--- src/design/bcas_pkg.sv ---
// shared constants and types of the auto sequencer and its controller
// assumes one 125 MHz clock and a synchronous active-low reset
`default_nettype none
package bcas_pkg;
    localparam int BW = 128;
    localparam int WORD_W = 32;
    // auto command codes
    localparam logic [4:0] CMD_ECB = 5'h00;
    localparam logic [4:0] CMD_CTR = 5'h01;
    localparam logic [4:0] CMD_CBC = 5'h02;
    localparam logic [4:0] CMD_MAC = 5'h03;
    localparam logic [4:0] CMD_KW128 = 5'h10;
    localparam logic [4:0] CMD_KW256 = 5'h11;
    localparam int CMD_KEY_BIT = 4;
    // counter increment widths
    localparam logic [1:0] INCR_32 = 2'h0;
    localparam logic [1:0] INCR_64 = 2'h1;
    localparam logic [1:0] INCR_96 = 2'h2;
    localparam logic [1:0] INCR_128 = 2'h3;
    // bank select on the write port
    localparam logic [1:0] BANK_IN0 = 2'h0;
    localparam logic [1:0] BANK_IN1 = 2'h1;
    localparam logic [1:0] BANK_IN2 = 2'h2;
    localparam logic [1:0] BANK_RES = 2'h3;
    // writes a key command waits for
    localparam logic [1:0] NEED_W128 = 2'h1;
    localparam logic [1:0] NEED_W256 = 2'h2;
    localparam logic [1:0] NEED_U128 = 2'h2;
    localparam logic [1:0] NEED_U256 = 2'h3;
    // register byte offsets
    localparam logic [7:0] OFS_CTRL = 8'h00;
    localparam logic [7:0] OFS_CMD = 8'h04;
    localparam logic [7:0] OFS_STATUS = 8'h08;
    localparam logic [7:0] OFS_PUSH = 8'h0C;
    localparam logic [7:0] OFS_WDAT = 8'h10;
    localparam logic [7:0] OFS_RDAT = 8'h20;
    localparam logic [7:0] OFS_WRAP = 8'h30;
    // control bits
    localparam int CB_AUTO_EN = 0;
    localparam int CB_STOP = 1;
    localparam int CB_START = 2;
    localparam int CB_DECRYPT = 3;
    localparam int CB_KEEP_KEY = 4;
    localparam int CB_NO_UPD = 5;
    localparam int CB_HS_EN = 6;
    localparam int CMD_INCR_LSB = 8;
    // status bits
    localparam int SB_BUSY = 0;
    localparam int SB_REQ_IN = 1;
    localparam int SB_REQ_OUT = 2;
    localparam int SB_UERR = 3;
    typedef enum logic [3:0] {
        ST_IDLE = 4'b0001,
        ST_RUN = 4'b0010,
        ST_DRAIN = 4'b0100,
        ST_KEY = 4'b1000
    } bcas_st_t;
endpackage
`default_nettype wire

--- src/design/bcas_if.sv ---
// link between the sequencer (dev) and its bus-side controller (host)
// one clock domain; all signals are levels sampled on the engine clock
`default_nettype none
interface bcas_if;
    logic auto_en;
    logic auto_stop;
    logic start;
    logic decrypt;
    logic keep_key;
    logic no_update;
    logic hs_en;
    logic [4:0] cmd;
    logic [1:0] incr;
    logic wr_valid;
    logic [1:0] wr_bank;
    logic [bcas_pkg::BW-1:0] wr_data;
    logic wr_ready;
    logic rd_valid;
    logic rd_wrap;
    logic rd_ready;
    logic [bcas_pkg::BW-1:0] rd_data;
    logic [bcas_pkg::BW-1:0] wrap_data;
    logic busy;
    logic req_in;
    logic req_out;
    logic unwrap_err;
    modport dev (
        input auto_en, auto_stop, start, decrypt, keep_key, no_update, hs_en, cmd, incr,
        input wr_valid, wr_bank, wr_data, rd_valid, rd_wrap,
        output wr_ready, rd_ready, rd_data, wrap_data, busy, req_in, req_out, unwrap_err
    );
    modport host (
        output auto_en, auto_stop, start, decrypt, keep_key, no_update, hs_en, cmd, incr,
        output wr_valid, wr_bank, wr_data, rd_valid, rd_wrap,
        input wr_ready, rd_ready, rd_data, wrap_data, busy, req_in, req_out, unwrap_err
    );
endinterface
`default_nettype wire

--- src/design/bcas_dev.sv ---
// auto sequencer: chains cipher kernel operations fed through the banks
// assumes the kernel samples its inputs on the start pulse
//
// Function
// host ends CBC-MAC: clear, stop, read once
// CBC-MAC overwrites input banks zero and one
// CTR start: enable, command 0x01, width, start
// first CTR op: no-update, decrypt zero
// CTR: counter in bank zero, data bank one
// host ends CTR: clear enable, set stop
// CTR launches on every bank-one load
// increment width picks counter words
// keep-key skips key load after first op
// dma requests on input and output channels
// requests held until access; done ignored
// two blocks loaded before first read
// busy through drain; early read stalls
// command changed only while not busy
// wrap: command 0x10/0x11, decrypt zero, start
// wrap: key in banks, wait, read result
// key commands 128/256 only, no handshake
// wrap overwrites result, never loads key
// unwrap: same codes, decrypt one, banks
// bad integrity sets error, key still loaded
// unwrap flushes result, fixed key slot
// shared KEK slot needs keep-key set
`default_nettype none
module bcas_dev #(
    parameter int KSW = 2,
    parameter logic [1:0] KEY_SLOT = 2'h0
) (
    input wire logic ref_clk_i,
    input wire logic rst_b_i,
    bcas_if.dev ifc,
    output logic kern_start_o,
    output logic kern_skip_key_o,
    output logic kern_key_op_o,
    output logic kern_decrypt_o,
    output logic kern_key256_o,
    output logic [bcas_pkg::BW-1:0] kern_din_o,
    output logic [3*bcas_pkg::BW-1:0] kern_key_blk_o,
    input wire logic kern_done_i,
    input wire logic [bcas_pkg::BW-1:0] kern_res_i,
    input wire logic kern_icv_bad_i,
    output logic key_load_o,
    output logic [KSW-1:0] key_slot_o
);
    import bcas_pkg::*;

    typedef struct packed {
        bcas_st_t st;
        logic [BW-1:0] in0;
        logic [BW-1:0] in1;
        logic [BW-1:0] in2;
        logic [BW-1:0] res;
        logic [BW-1:0] wrp;
        logic [BW-1:0] kin;
        logic [BW-1:0] hold;
        logic pend;
        logic kbusy;
        logic kick;
        logic kskip;
        logic kkey;
        logic rvalid;
        logic macfin;
        logic first;
        logic uerr;
        logic key_load;
        logic [1:0] cnt;
    } bcas_dev_q_t;

    localparam bcas_dev_q_t DEV_RST = '{st: ST_IDLE, default: '0};

    bcas_dev_q_t q;
    bcas_dev_q_t n;
    logic is_ctr;
    logic is_mac;
    logic is_key;
    logic auto_on;
    logic out_blocked;
    logic wr_go;
    logic rd_go;
    logic launch;
    logic [1:0] need;

    function automatic logic [BW-1:0] ctr_incr(input logic [BW-1:0] v, input logic [1:0] w);
        logic [BW-1:0] mask;
        mask = {BW{1'b1}} >> (WORD_W * (3 - int'(w)));
        return ((v + BW'(1)) & mask) | (v & ~mask);
    endfunction

    function automatic logic [1:0] key_need(input logic k256, input logic dec);
        return dec ? (k256 ? NEED_U256 : NEED_U128) : (k256 ? NEED_W256 : NEED_W128);
    endfunction

    assign is_ctr = (ifc.cmd == CMD_CTR);
    assign is_mac = (ifc.cmd == CMD_MAC);
    assign is_key = ifc.cmd[CMD_KEY_BIT];
    assign auto_on = (q.st == ST_RUN) || (q.st == ST_DRAIN);
    assign need = key_need(ifc.cmd[0], ifc.decrypt);
    // an unread result holds back the next launch, except under the mac command
    assign out_blocked = q.rvalid && !is_mac;

    assign ifc.wr_ready = !q.pend;
    assign ifc.rd_ready = ifc.rd_wrap || !auto_on || q.rvalid;
    assign ifc.rd_data = q.res;
    assign ifc.wrap_data = q.wrp;
    assign ifc.busy = (q.st != ST_IDLE) || q.kbusy;
    assign ifc.unwrap_err = q.uerr;
    // requests fall when the access lands; req_in also falls when the state leaves ST_RUN
    assign ifc.req_in = ifc.hs_en && (q.st == ST_RUN) && !q.pend;
    assign ifc.req_out = ifc.hs_en && auto_on && q.rvalid && !is_mac;

    assign wr_go = ifc.wr_valid && !q.pend;
    assign rd_go = ifc.rd_valid && ifc.rd_ready;
    assign launch = auto_on && q.pend && !q.kbusy && !out_blocked;

    assign kern_start_o = q.kick;
    assign kern_skip_key_o = q.kskip;
    assign kern_key_op_o = q.kkey;
    assign kern_decrypt_o = ifc.decrypt;
    assign kern_key256_o = ifc.cmd[0];
    assign kern_din_o = q.kin;
    assign kern_key_blk_o = {q.in2, q.in1, q.in0};
    assign key_load_o = q.key_load;
    assign key_slot_o = KSW'(KEY_SLOT);

    always_comb begin
        n = q;
        n.kick = 1'b0;
        n.key_load = 1'b0;
        if (wr_go) begin
            unique case (ifc.wr_bank)
                BANK_IN0: n.in0 = ifc.wr_data;
                BANK_IN1: n.in1 = ifc.wr_data;
                BANK_IN2: n.in2 = ifc.wr_data;
                BANK_RES: n.res = ifc.wr_data;
            endcase
            // ctr launches on bank one, the chained modes on bank zero
            if (auto_on && (ifc.wr_bank == (is_ctr ? BANK_IN1 : BANK_IN0))) begin
                n.pend = 1'b1;
            end
            if ((q.st == ST_KEY) && (q.cnt != need)) begin
                n.cnt = q.cnt + 2'h1;
            end
        end
        if (rd_go && !ifc.rd_wrap && auto_on) begin
            n.rvalid = 1'b0;
        end
        if (q.kbusy && kern_done_i) begin
            n.kbusy = 1'b0;
            if (q.kkey) begin
                n.st = ST_IDLE;
                if (ifc.decrypt) begin
                    n.key_load = 1'b1;
                    n.uerr = kern_icv_bad_i;
                    n.res = '0;
                end else begin
                    n.res = kern_res_i;
                    n.wrp = kern_res_i;
                end
            end else begin
                n.res = is_ctr ? (kern_res_i ^ q.hold) : kern_res_i;
                n.rvalid = !is_mac;
            end
        end
        if (launch) begin
            n.pend = 1'b0;
            n.kick = 1'b1;
            n.kbusy = 1'b1;
            n.kkey = 1'b0;
            n.first = 1'b0;
            n.kskip = ifc.keep_key && !q.first;
            if (is_ctr) begin
                // ctr never issues a result update op
                n.kin = q.in0;
                n.hold = q.in1;
                n.in0 = ctr_incr(q.in0, ifc.incr);
            end else if (is_mac || (ifc.cmd == CMD_CBC)) begin
                n.kin = q.in0 ^ q.res;
                n.in1 = q.in0 ^ q.res;
                if (is_mac) begin
                    n.in0 = q.in0 ^ q.res;
                end
            end else begin
                n.kin = q.in0;
            end
        end
        unique case (q.st)
            ST_IDLE: begin
                if (ifc.start && ifc.auto_en) begin
                    n.first = 1'b1;
                    n.rvalid = 1'b0;
                    n.macfin = 1'b0;
                    n.pend = 1'b0;
                    n.cnt = 2'h0;
                    n.uerr = is_key ? 1'b0 : q.uerr;
                    n.st = is_key ? ST_KEY : ST_RUN;
                end
            end
            ST_RUN: begin
                // dma done is never looked at
                if (ifc.auto_stop && !ifc.auto_en) begin
                    n.st = ST_DRAIN;
                end
            end
            ST_DRAIN: begin
                if (!q.pend && !q.kbusy) begin
                    if (is_mac && !q.macfin) begin
                        n.rvalid = 1'b1;
                        n.macfin = 1'b1;
                    end else if (!q.rvalid) begin
                        n.st = ST_IDLE;
                    end
                end
            end
            ST_KEY: begin
                // banks always from zero: input selection has no say
                if ((q.cnt == need) && !q.kbusy && !q.kick) begin
                    n.kick = 1'b1;
                    n.kbusy = 1'b1;
                    n.kkey = 1'b1;
                    n.kskip = ifc.keep_key && ifc.decrypt;
                    n.cnt = 2'h0;
                end
            end
        endcase
    end

    always_ff @(posedge ref_clk_i) begin
        if (!rst_b_i) begin
            q <= DEV_RST;
        end else begin
            q <= n;
        end
    end
endmodule
`default_nettype wire

--- src/flat_wrapper.sv ---
// flat-port wrapper written by rule: the top's interface ports become plain ports
module bcas_dev_flat import bcas_pkg::*;
#(
    parameter int KSW = 2,
    parameter logic [1:0] KEY_SLOT = 2'h0
)
  (ref_clk_i, rst_b_i, kern_start_o, kern_skip_key_o, kern_key_op_o, kern_decrypt_o, kern_key256_o, kern_din_o, kern_key_blk_o, kern_done_i, kern_res_i, kern_icv_bad_i, key_load_o, key_slot_o, ifc_auto_en, ifc_auto_stop, ifc_start, ifc_decrypt, ifc_keep_key, ifc_no_update, ifc_hs_en, ifc_cmd, ifc_incr, ifc_wr_valid, ifc_wr_bank, ifc_wr_data, ifc_rd_valid, ifc_rd_wrap, ifc_wr_ready, ifc_rd_ready, ifc_rd_data, ifc_wrap_data, ifc_busy, ifc_req_in, ifc_req_out, ifc_unwrap_err);
  bcas_if ifc_i ();
  input wire logic ref_clk_i;
  input wire logic rst_b_i;
  output logic kern_start_o;
  output logic kern_skip_key_o;
  output logic kern_key_op_o;
  output logic kern_decrypt_o;
  output logic kern_key256_o;
  output logic [bcas_pkg::BW-1:0] kern_din_o;
  output logic [3*bcas_pkg::BW-1:0] kern_key_blk_o;
  input wire logic kern_done_i;
  input wire logic [bcas_pkg::BW-1:0] kern_res_i;
  input wire logic kern_icv_bad_i;
  output logic key_load_o;
  output logic [KSW-1:0] key_slot_o;
  input wire logic [$bits(ifc_i.auto_en)-1:0] ifc_auto_en;
  input wire logic [$bits(ifc_i.auto_stop)-1:0] ifc_auto_stop;
  input wire logic [$bits(ifc_i.start)-1:0] ifc_start;
  input wire logic [$bits(ifc_i.decrypt)-1:0] ifc_decrypt;
  input wire logic [$bits(ifc_i.keep_key)-1:0] ifc_keep_key;
  input wire logic [$bits(ifc_i.no_update)-1:0] ifc_no_update;
  input wire logic [$bits(ifc_i.hs_en)-1:0] ifc_hs_en;
  input wire logic [$bits(ifc_i.cmd)-1:0] ifc_cmd;
  input wire logic [$bits(ifc_i.incr)-1:0] ifc_incr;
  input wire logic [$bits(ifc_i.wr_valid)-1:0] ifc_wr_valid;
  input wire logic [$bits(ifc_i.wr_bank)-1:0] ifc_wr_bank;
  input wire logic [$bits(ifc_i.wr_data)-1:0] ifc_wr_data;
  input wire logic [$bits(ifc_i.rd_valid)-1:0] ifc_rd_valid;
  input wire logic [$bits(ifc_i.rd_wrap)-1:0] ifc_rd_wrap;
  output wire logic [$bits(ifc_i.wr_ready)-1:0] ifc_wr_ready;
  output wire logic [$bits(ifc_i.rd_ready)-1:0] ifc_rd_ready;
  output wire logic [$bits(ifc_i.rd_data)-1:0] ifc_rd_data;
  output wire logic [$bits(ifc_i.wrap_data)-1:0] ifc_wrap_data;
  output wire logic [$bits(ifc_i.busy)-1:0] ifc_busy;
  output wire logic [$bits(ifc_i.req_in)-1:0] ifc_req_in;
  output wire logic [$bits(ifc_i.req_out)-1:0] ifc_req_out;
  output wire logic [$bits(ifc_i.unwrap_err)-1:0] ifc_unwrap_err;
  assign ifc_i.auto_en = ifc_auto_en;
  assign ifc_i.auto_stop = ifc_auto_stop;
  assign ifc_i.start = ifc_start;
  assign ifc_i.decrypt = ifc_decrypt;
  assign ifc_i.keep_key = ifc_keep_key;
  assign ifc_i.no_update = ifc_no_update;
  assign ifc_i.hs_en = ifc_hs_en;
  assign ifc_i.cmd = ifc_cmd;
  assign ifc_i.incr = ifc_incr;
  assign ifc_i.wr_valid = ifc_wr_valid;
  assign ifc_i.wr_bank = ifc_wr_bank;
  assign ifc_i.wr_data = ifc_wr_data;
  assign ifc_i.rd_valid = ifc_rd_valid;
  assign ifc_i.rd_wrap = ifc_rd_wrap;
  assign ifc_wr_ready = ifc_i.wr_ready;
  assign ifc_rd_ready = ifc_i.rd_ready;
  assign ifc_rd_data = ifc_i.rd_data;
  assign ifc_wrap_data = ifc_i.wrap_data;
  assign ifc_busy = ifc_i.busy;
  assign ifc_req_in = ifc_i.req_in;
  assign ifc_req_out = ifc_i.req_out;
  assign ifc_unwrap_err = ifc_i.unwrap_err;
  bcas_dev #(.KSW(KSW), .KEY_SLOT(KEY_SLOT)) u_core (.ref_clk_i(ref_clk_i), .rst_b_i(rst_b_i), .ifc(ifc_i), .kern_start_o(kern_start_o), .kern_skip_key_o(kern_skip_key_o), .kern_key_op_o(kern_key_op_o), .kern_decrypt_o(kern_decrypt_o), .kern_key256_o(kern_key256_o), .kern_din_o(kern_din_o), .kern_key_blk_o(kern_key_blk_o), .kern_done_i(kern_done_i), .kern_res_i(kern_res_i), .kern_icv_bad_i(kern_icv_bad_i), .key_load_o(key_load_o), .key_slot_o(key_slot_o));
endmodule
--- config.mk ---
export PLATFORM = sky130hd
export DESIGN_NAME = bcas_dev_flat
export DESIGN_NICKNAME = d
export VERILOG_FILES = /design/src/design/bcas_pkg.sv /design/src/design/bcas_if.sv /design/src/design/bcas_dev.sv /design/src/flat_wrapper.sv
export SDC_FILE = /design/constraint.sdc
export NUM_CORES = 2
export LEC_CHECK = 0
export BUFFER_PORTS_ARGS = -buffer_cell sky130_fd_sc_hd__buf_2
export CAP_MARGIN = 0
export CORE_AREA = 2 2 407 409
export CTS_BUF_LIST = sky130_fd_sc_hd__clkbuf_2 sky130_fd_sc_hd__clkbuf_4 sky130_fd_sc_hd__clkbuf_8
export DETAILED_ROUTE_END_ITERATION = 8
export DIE_AREA = 0 0 409 411
export PLACE_DENSITY_LB_ADDON = 0.3
export SLEW_MARGIN = 30
export SYNTH_ARGS = -nofsm -noshare
export SYNTH_HDL_FRONTEND = slang
export SYNTH_SLANG_ARGS = --single-unit
--- constraint.sdc ---
create_clock -name ref_clk_i -period 5.1 [get_ports ref_clk_i]
set_clock_uncertainty 0.05 [all_clocks]
set_input_delay 0.765 -clock ref_clk_i [delete_from_list [all_inputs] [get_ports ref_clk_i]]
set_output_delay 0.765 -clock ref_clk_i [all_outputs]
set_load 0.1 [all_outputs]
# == After elaboration in Yosys (flattened, before gate mapping) ==
# Index checks and enable logic that the tools add are counted.
# totals
register_bits,912
latch_bits,0
ram_bits,0
rom_bits,0
output_inout_bits,782
word_cells,154
mem_count,0
# classes
n_addsub,3
mul,0
n_div,0
n_lt_le_gt_ge,0
n_eq_ne,18
shift,1
muxes,57
bitwise_logic,7
reduce_logical,49
# op_table
op,count
$mux 128,14
$mux 256,3
$mux 512,1
$and 128x128->128,2
$xor 128x128->128,2
$add 128x1->128 const B,1
$not 128->128,1
$or 128x128->128,1
$shr 128x32->128 const A,1
$mux 4,11
$logic_and 1x1->1,24
$mux 2,12
$mux 1,12
$pmux 4 s3,1
$eq 5x2->1 const B,2
$logic_not 1->1,10
$pmux 2 s2,2
$reduce_and 2->1,3
$reduce_and 3->1,2
$reduce_bool 2->1,3
$eq 5x1->1 const B,1
$logic_or 1x1->1,5
$mux 5,1
$eq 2x2->1,2
16 further kinds,18

# == Depth between registers and ports, before layout ==
# logic_depth
depth_word,14
depth_mapped,10

# == Least setup slack after synthesis ==
# No wires, ideal clock.
# synth_path
kind,input-to-output
from,input ifc_hs_en
to,output ifc_req_in
arrival_time_ps,2947
t_required_ps,4285
slack_ps,1338
stages,1
cell_sequence,nor3b_1
# synth_between
elab_chain_len,2
# synth_lines
item,line_no,source
from (decl),flat_wrapper.sv:29,input wire logic [$bits(ifc_i.hs_en)-1:0] ifc_hs_en;
$logic_and 1x1->1 (2 in a row),bcas_dev.sv:111,assign ifc.req_in = ifc.hs_en && (q.st == ST_RUN) && !q.pend;
to (decl),flat_wrapper.sv:42,output wire logic [$bits(ifc_i.req_in)-1:0] ifc_req_in;
# No other way between the ends.

# == Worst setup path in the final report ==
# layout_path
from,register u_core.q[909] in the netlist's numbering
to,output ifc_req_out
# layout_between
elab_chain_len,5
elab_cells_between_ends,6
cone_classes,eq/ne: 2; reduce/logical: 4
# layout_lines
item,line_no,source
from (decl),bcas_dev.sv:74,bcas_dev_q_t q;
from (signal assigned),bcas_dev.sv:234,q <= n;
$eq 4x2->1 or $eq 4x3->1 (tied branches),bcas_dev.sv:99,assign auto_on = (q.st == ST_RUN) || (q.st == ST_DRAIN);
$logic_or 1x1->1 (*),bcas_dev.sv:99,
$logic_and 1x1->1 (*) (3 in a row),bcas_dev.sv:112,assign ifc.req_out = ifc.hs_en && auto_on && q.rvalid && !is_mac;
to (decl),flat_wrapper.sv:43,output wire logic [$bits(ifc_i.req_out)-1:0] ifc_req_out;
# Every way passes the cells marked *; elsewhere a longest branch is shown, timed or not.

==> impl_metrics.py <==
metrics = {
    "timing": {
        "fmax_mhz": 234,
        "worst_pin_slew_ns": 1.11,
        "slew_viol_final": 0,
        "rsz0062_at_grt": "false",
        "whs_ns": 0.101,
        "hold_violations": 0,
        "relSlewSlack_pct": 25.2,
        "setup_viol": 0,
        "period_minus_slack_ns": 4.28,
        "tns_ns": 0,
        "fin_crit_sh_pct": 83.9,
    },
    "layout": {
        "final_cell_count_no_fill": 9293,
        "layout_commonest_cell": "nand2_1",
        "final_net_count": 7254,
        "final_cell_mix": "nand2_1 (1186), buf_2 (1056), dfxtp_1 (912), a21oi_1 (615), nor2_1 (555)",
        "final_core_util_pct": 35.7,
        "syn2layout_area_growth_pct": 14.5,
        "drive_gt1_share_pct": 22.2,
    },
    "power": {
        "power.switching_mw": 5.82,
        "clkPwrFrac_pct": 43.3,
        "pwr_density_cell_nw_per_um2": 310,
        "intPower_mw": 12.3,
        "seq_power_share_pct": 41.7,
        "swShare_pct": 32.1,
        "p_leak_nw": 23.0,
        "p_comb_share_pct": 15.0,
        "vdd_drop_max_v": 0.000262,
    },
    "worst_hold_path": {
        "min_to": "u_core.kern_key_blk_o[296]$_SDFFE_PN0P_",
        "min_path_type": "in2reg",
        "worstHoldStart": "ifc_wr_data[40]",
        "hold_depth": 3,
    },
    "setup_path": {
        "arrival_ns": 3.47,
        "r2r_start": "u_core.kern_key_blk_o[9]$_SDFF_PN0_",
        "crit_path_top_delay_cell": "xor2_1",
        "ff2ff_path_depth": 7,
        "cp-start-kind": "flop",
        "cpPeakStageDelay_ns": 0.77,
        "cp-end-kind": "primary output",
        "path_cells": "xor2_1, nand3_1, nor2_1, buf_2",
        "r2r_slack_ns": 0.99,
        "path_max_fanout": 9,
        "crit_type": "reg2out",
        "required_ns": 4.28,
    },
    "clock_tree": {
        "cts_resized": 0,
        "clockBufferDepth": 3,
        "root_buffer": "clkbuf_8",
        "cts_buffers": 170,
        "clock_sinks": 912,
        "cts_setup_buffers": 0,
        "cts_hold_buf": 197,
        "clkLatencyLatePin_ns": 0.96,
        "clk_pin_slew_worst_paths_ns": 0.06,
        "cts_max_level": 4,
        "cts_tree": "yes",
    },
    "route": {
        "wl_mm": 233,
        "postRouteAntennaNets": 0,
        "highest_layer": "met5",
        "wl_met1_mm": 94.0,
        "wl_per_cell_um": 25.1,
        "viasPerCell": 5.28,
        "dr_wl_met2_mm": 107,
        "first_pass_iters": 6,
        "first_iter_violations": 5107,
        "drcViolationCount": 0,
        "vias": 49063,
        "wl_met3_mm": 21.6,
    },
    "synth": {
        "syn_area_um2": 51000,
        "synth_edf_count": 0,
        "ys.warnings.count": 0,
        "ys_seq_area_share_pct": 35.8,
        "synth.avg_cell_area_um2": 7.60,
        "synth_ff_type": "dfxtp_1",
        "synth_cell_types": 93,
        "async_reset_ff_share_pct": 0,
        "syn-instance-count": 6709,
        "synth_seq_cells": 912,
    },
    "place": {
        "portBuffers": 1057,
        "gp_congestion": 0.887,
        "dpl.cell_count": 8793,
        "hpwl_mm": 167,
    },
    "global_routing": {
        "grt_pass1_wl_mm": 329,
        "grt.overflow.total": 0,
        "antenna_found_initial": 19,
        "grt_use_total_pct": 26.4,
        "grt_max_degree": 131,
        "grt_pass1_vias": 45382,
    },
    "status": {
        "status": "completed",
    },
    "floorplan": {
        "die_w_um": 409,
        "fp.coreArea_um2": 164000,
        "die-area_um2": 168000,
        "ioPinCount": 1061,
        "dieHeight_um": 411,
        "core.rowCount": 149,
        "initial_core_util_pct": 31.1,
    },
    "flow_run": {
        "drv_cap": 0,
    },
}
[cell type report]
class | count | area, um^2
multi-input cells | 4319 | 24400
flip-flops and latches | 912 | 18300
diodes | 7 | 17.5
well taps | 2189 | 2740
inverters | 175 | 664
repair buffers | 1395 | 8690
fillers | 17196 | 105000
clock inverters | 34 | 443
clock buffers | 262 | 3240
[synthesized netlist by cell type, types with 9 or more instances]
| cell | instances | area share [%] |
|---|---|---|
| nand2_1 | 1190 | 8.8 |
| dfxtp_1 | 912 | 36 |
| buf_4 | 787 | 12 |
| a21oi_1 | 616 | 6.0 |
| nor2_1 | 564 | 4.1 |
| clkbuf_1 | 428 | 3.1 |
| xor2_1 | 369 | 6.3 |
| o21ai_0 | 302 | 3.0 |
| a211oi_1 | 272 | 4.0 |
| inv_1 | 174 | 1.3 |
| a22oi_1 | 139 | 2.0 |
| mux2i_1 | 128 | 2.5 |
| nand3_1 | 87 | 0.85 |
| nand4_1 | 69 | 0.85 |
| xnor2_1 | 67 | 1.2 |
| buf_2 | 50 | 0.49 |
| nor3_1 | 48 | 0.47 |
| nor4_1 | 45 | 0.55 |
| a31oi_1 | 36 | 0.44 |
| buf_1 | 33 | 0.24 |
| and3_1 | 31 | 0.38 |
| o211ai_1 | 28 | 0.41 |
| o22ai_1 | 26 | 0.32 |
| a311oi_1 | 23 | 0.39 |
| a32oi_1 | 23 | 0.39 |
| a221oi_1 | 21 | 0.36 |
| o221ai_1 | 21 | 0.36 |
| and4_1 | 12 | 0.21 |
| or3_1 | 11 | 0.13 |
| o31ai_1 | 10 | 0.15 |
| a41oi_1 | 9 | 0.15 |
| and2_1 | 9 | 0.11 |
[routing by layer]
metal / vias up / global-route usage [%]
met1: 23640 / 32.8
met3: 438 / 7.37
met2: 2413 / 42.4
met5: - / 0
met4: 18 / 11.4
li1: 22554 / -
[how the worst max path moves through the flow]
stage	start	end	slack [ns]	cells past startpoint
after floorplan	ifc_hs_en	ifc_req_in	1.34	1
after global placement	ifc_cmd[1]	flop	0.84	9
after detailed placement	ifc_cmd[1]	flop	0.80	9
after CTS	u_core.q[909]$_SDFF_PN0_	ifc_req_out	0.78	4
after global routing	u_core.q[909]$_SDFF_PN0_	ifc_req_out	0.65	4
final	u_core.q[909]$_SDFF_PN0_	ifc_req_out	0.82	4
[cell families after synthesis]
family | after synthesis | share of synthesized area (%)
xor+xnor | 436 | 7.48
buf+inv | 1479 | 16.8
flops | 912 | 35.8
fa+ha+maj | 2 | 0.0490
mux | 131 | 2.58
other cells | 1 | 0.00735
compound gates | 1601 | 19.3
simple gates | 2147 | 18.0
[power groups by stage]
stage               registers, mW  logic [mW]  clock network (mW)
detailed placement           7.70        2.59                   0
global route                 7.57        2.83                8.31
global placement             7.69        2.57                   0
CTS                          7.55        2.71                7.99
finish                       7.56        2.72                7.86
floorplan                    7.55        2.11                   0
[worst max-delay path, delay by kind of cell, from the launching register on]
| family | cells | cell delay, ns |
|---|---|---|
| DFF | 1 | 0.47 |
| buffers and inverters | 1 | 0.57 |
| xor gates and xnor gates | 1 | 0.77 |
| and+or+nand+nor | 2 | 0.71 |
[stage by stage]
step	area, um^2	power [mW]	setup WS, ns
3_3_place_gp	52700	10.3	0.844
2_1_floorplan	51000	9.66	1.34
6_report	58400	18.1	0.819
3_5_place_dp	52800	10.3	0.801
5_1_grt	58400	18.7	0.654
4_1_cts	58400	18.2	0.784
Power figures use the tool's default switching activity.
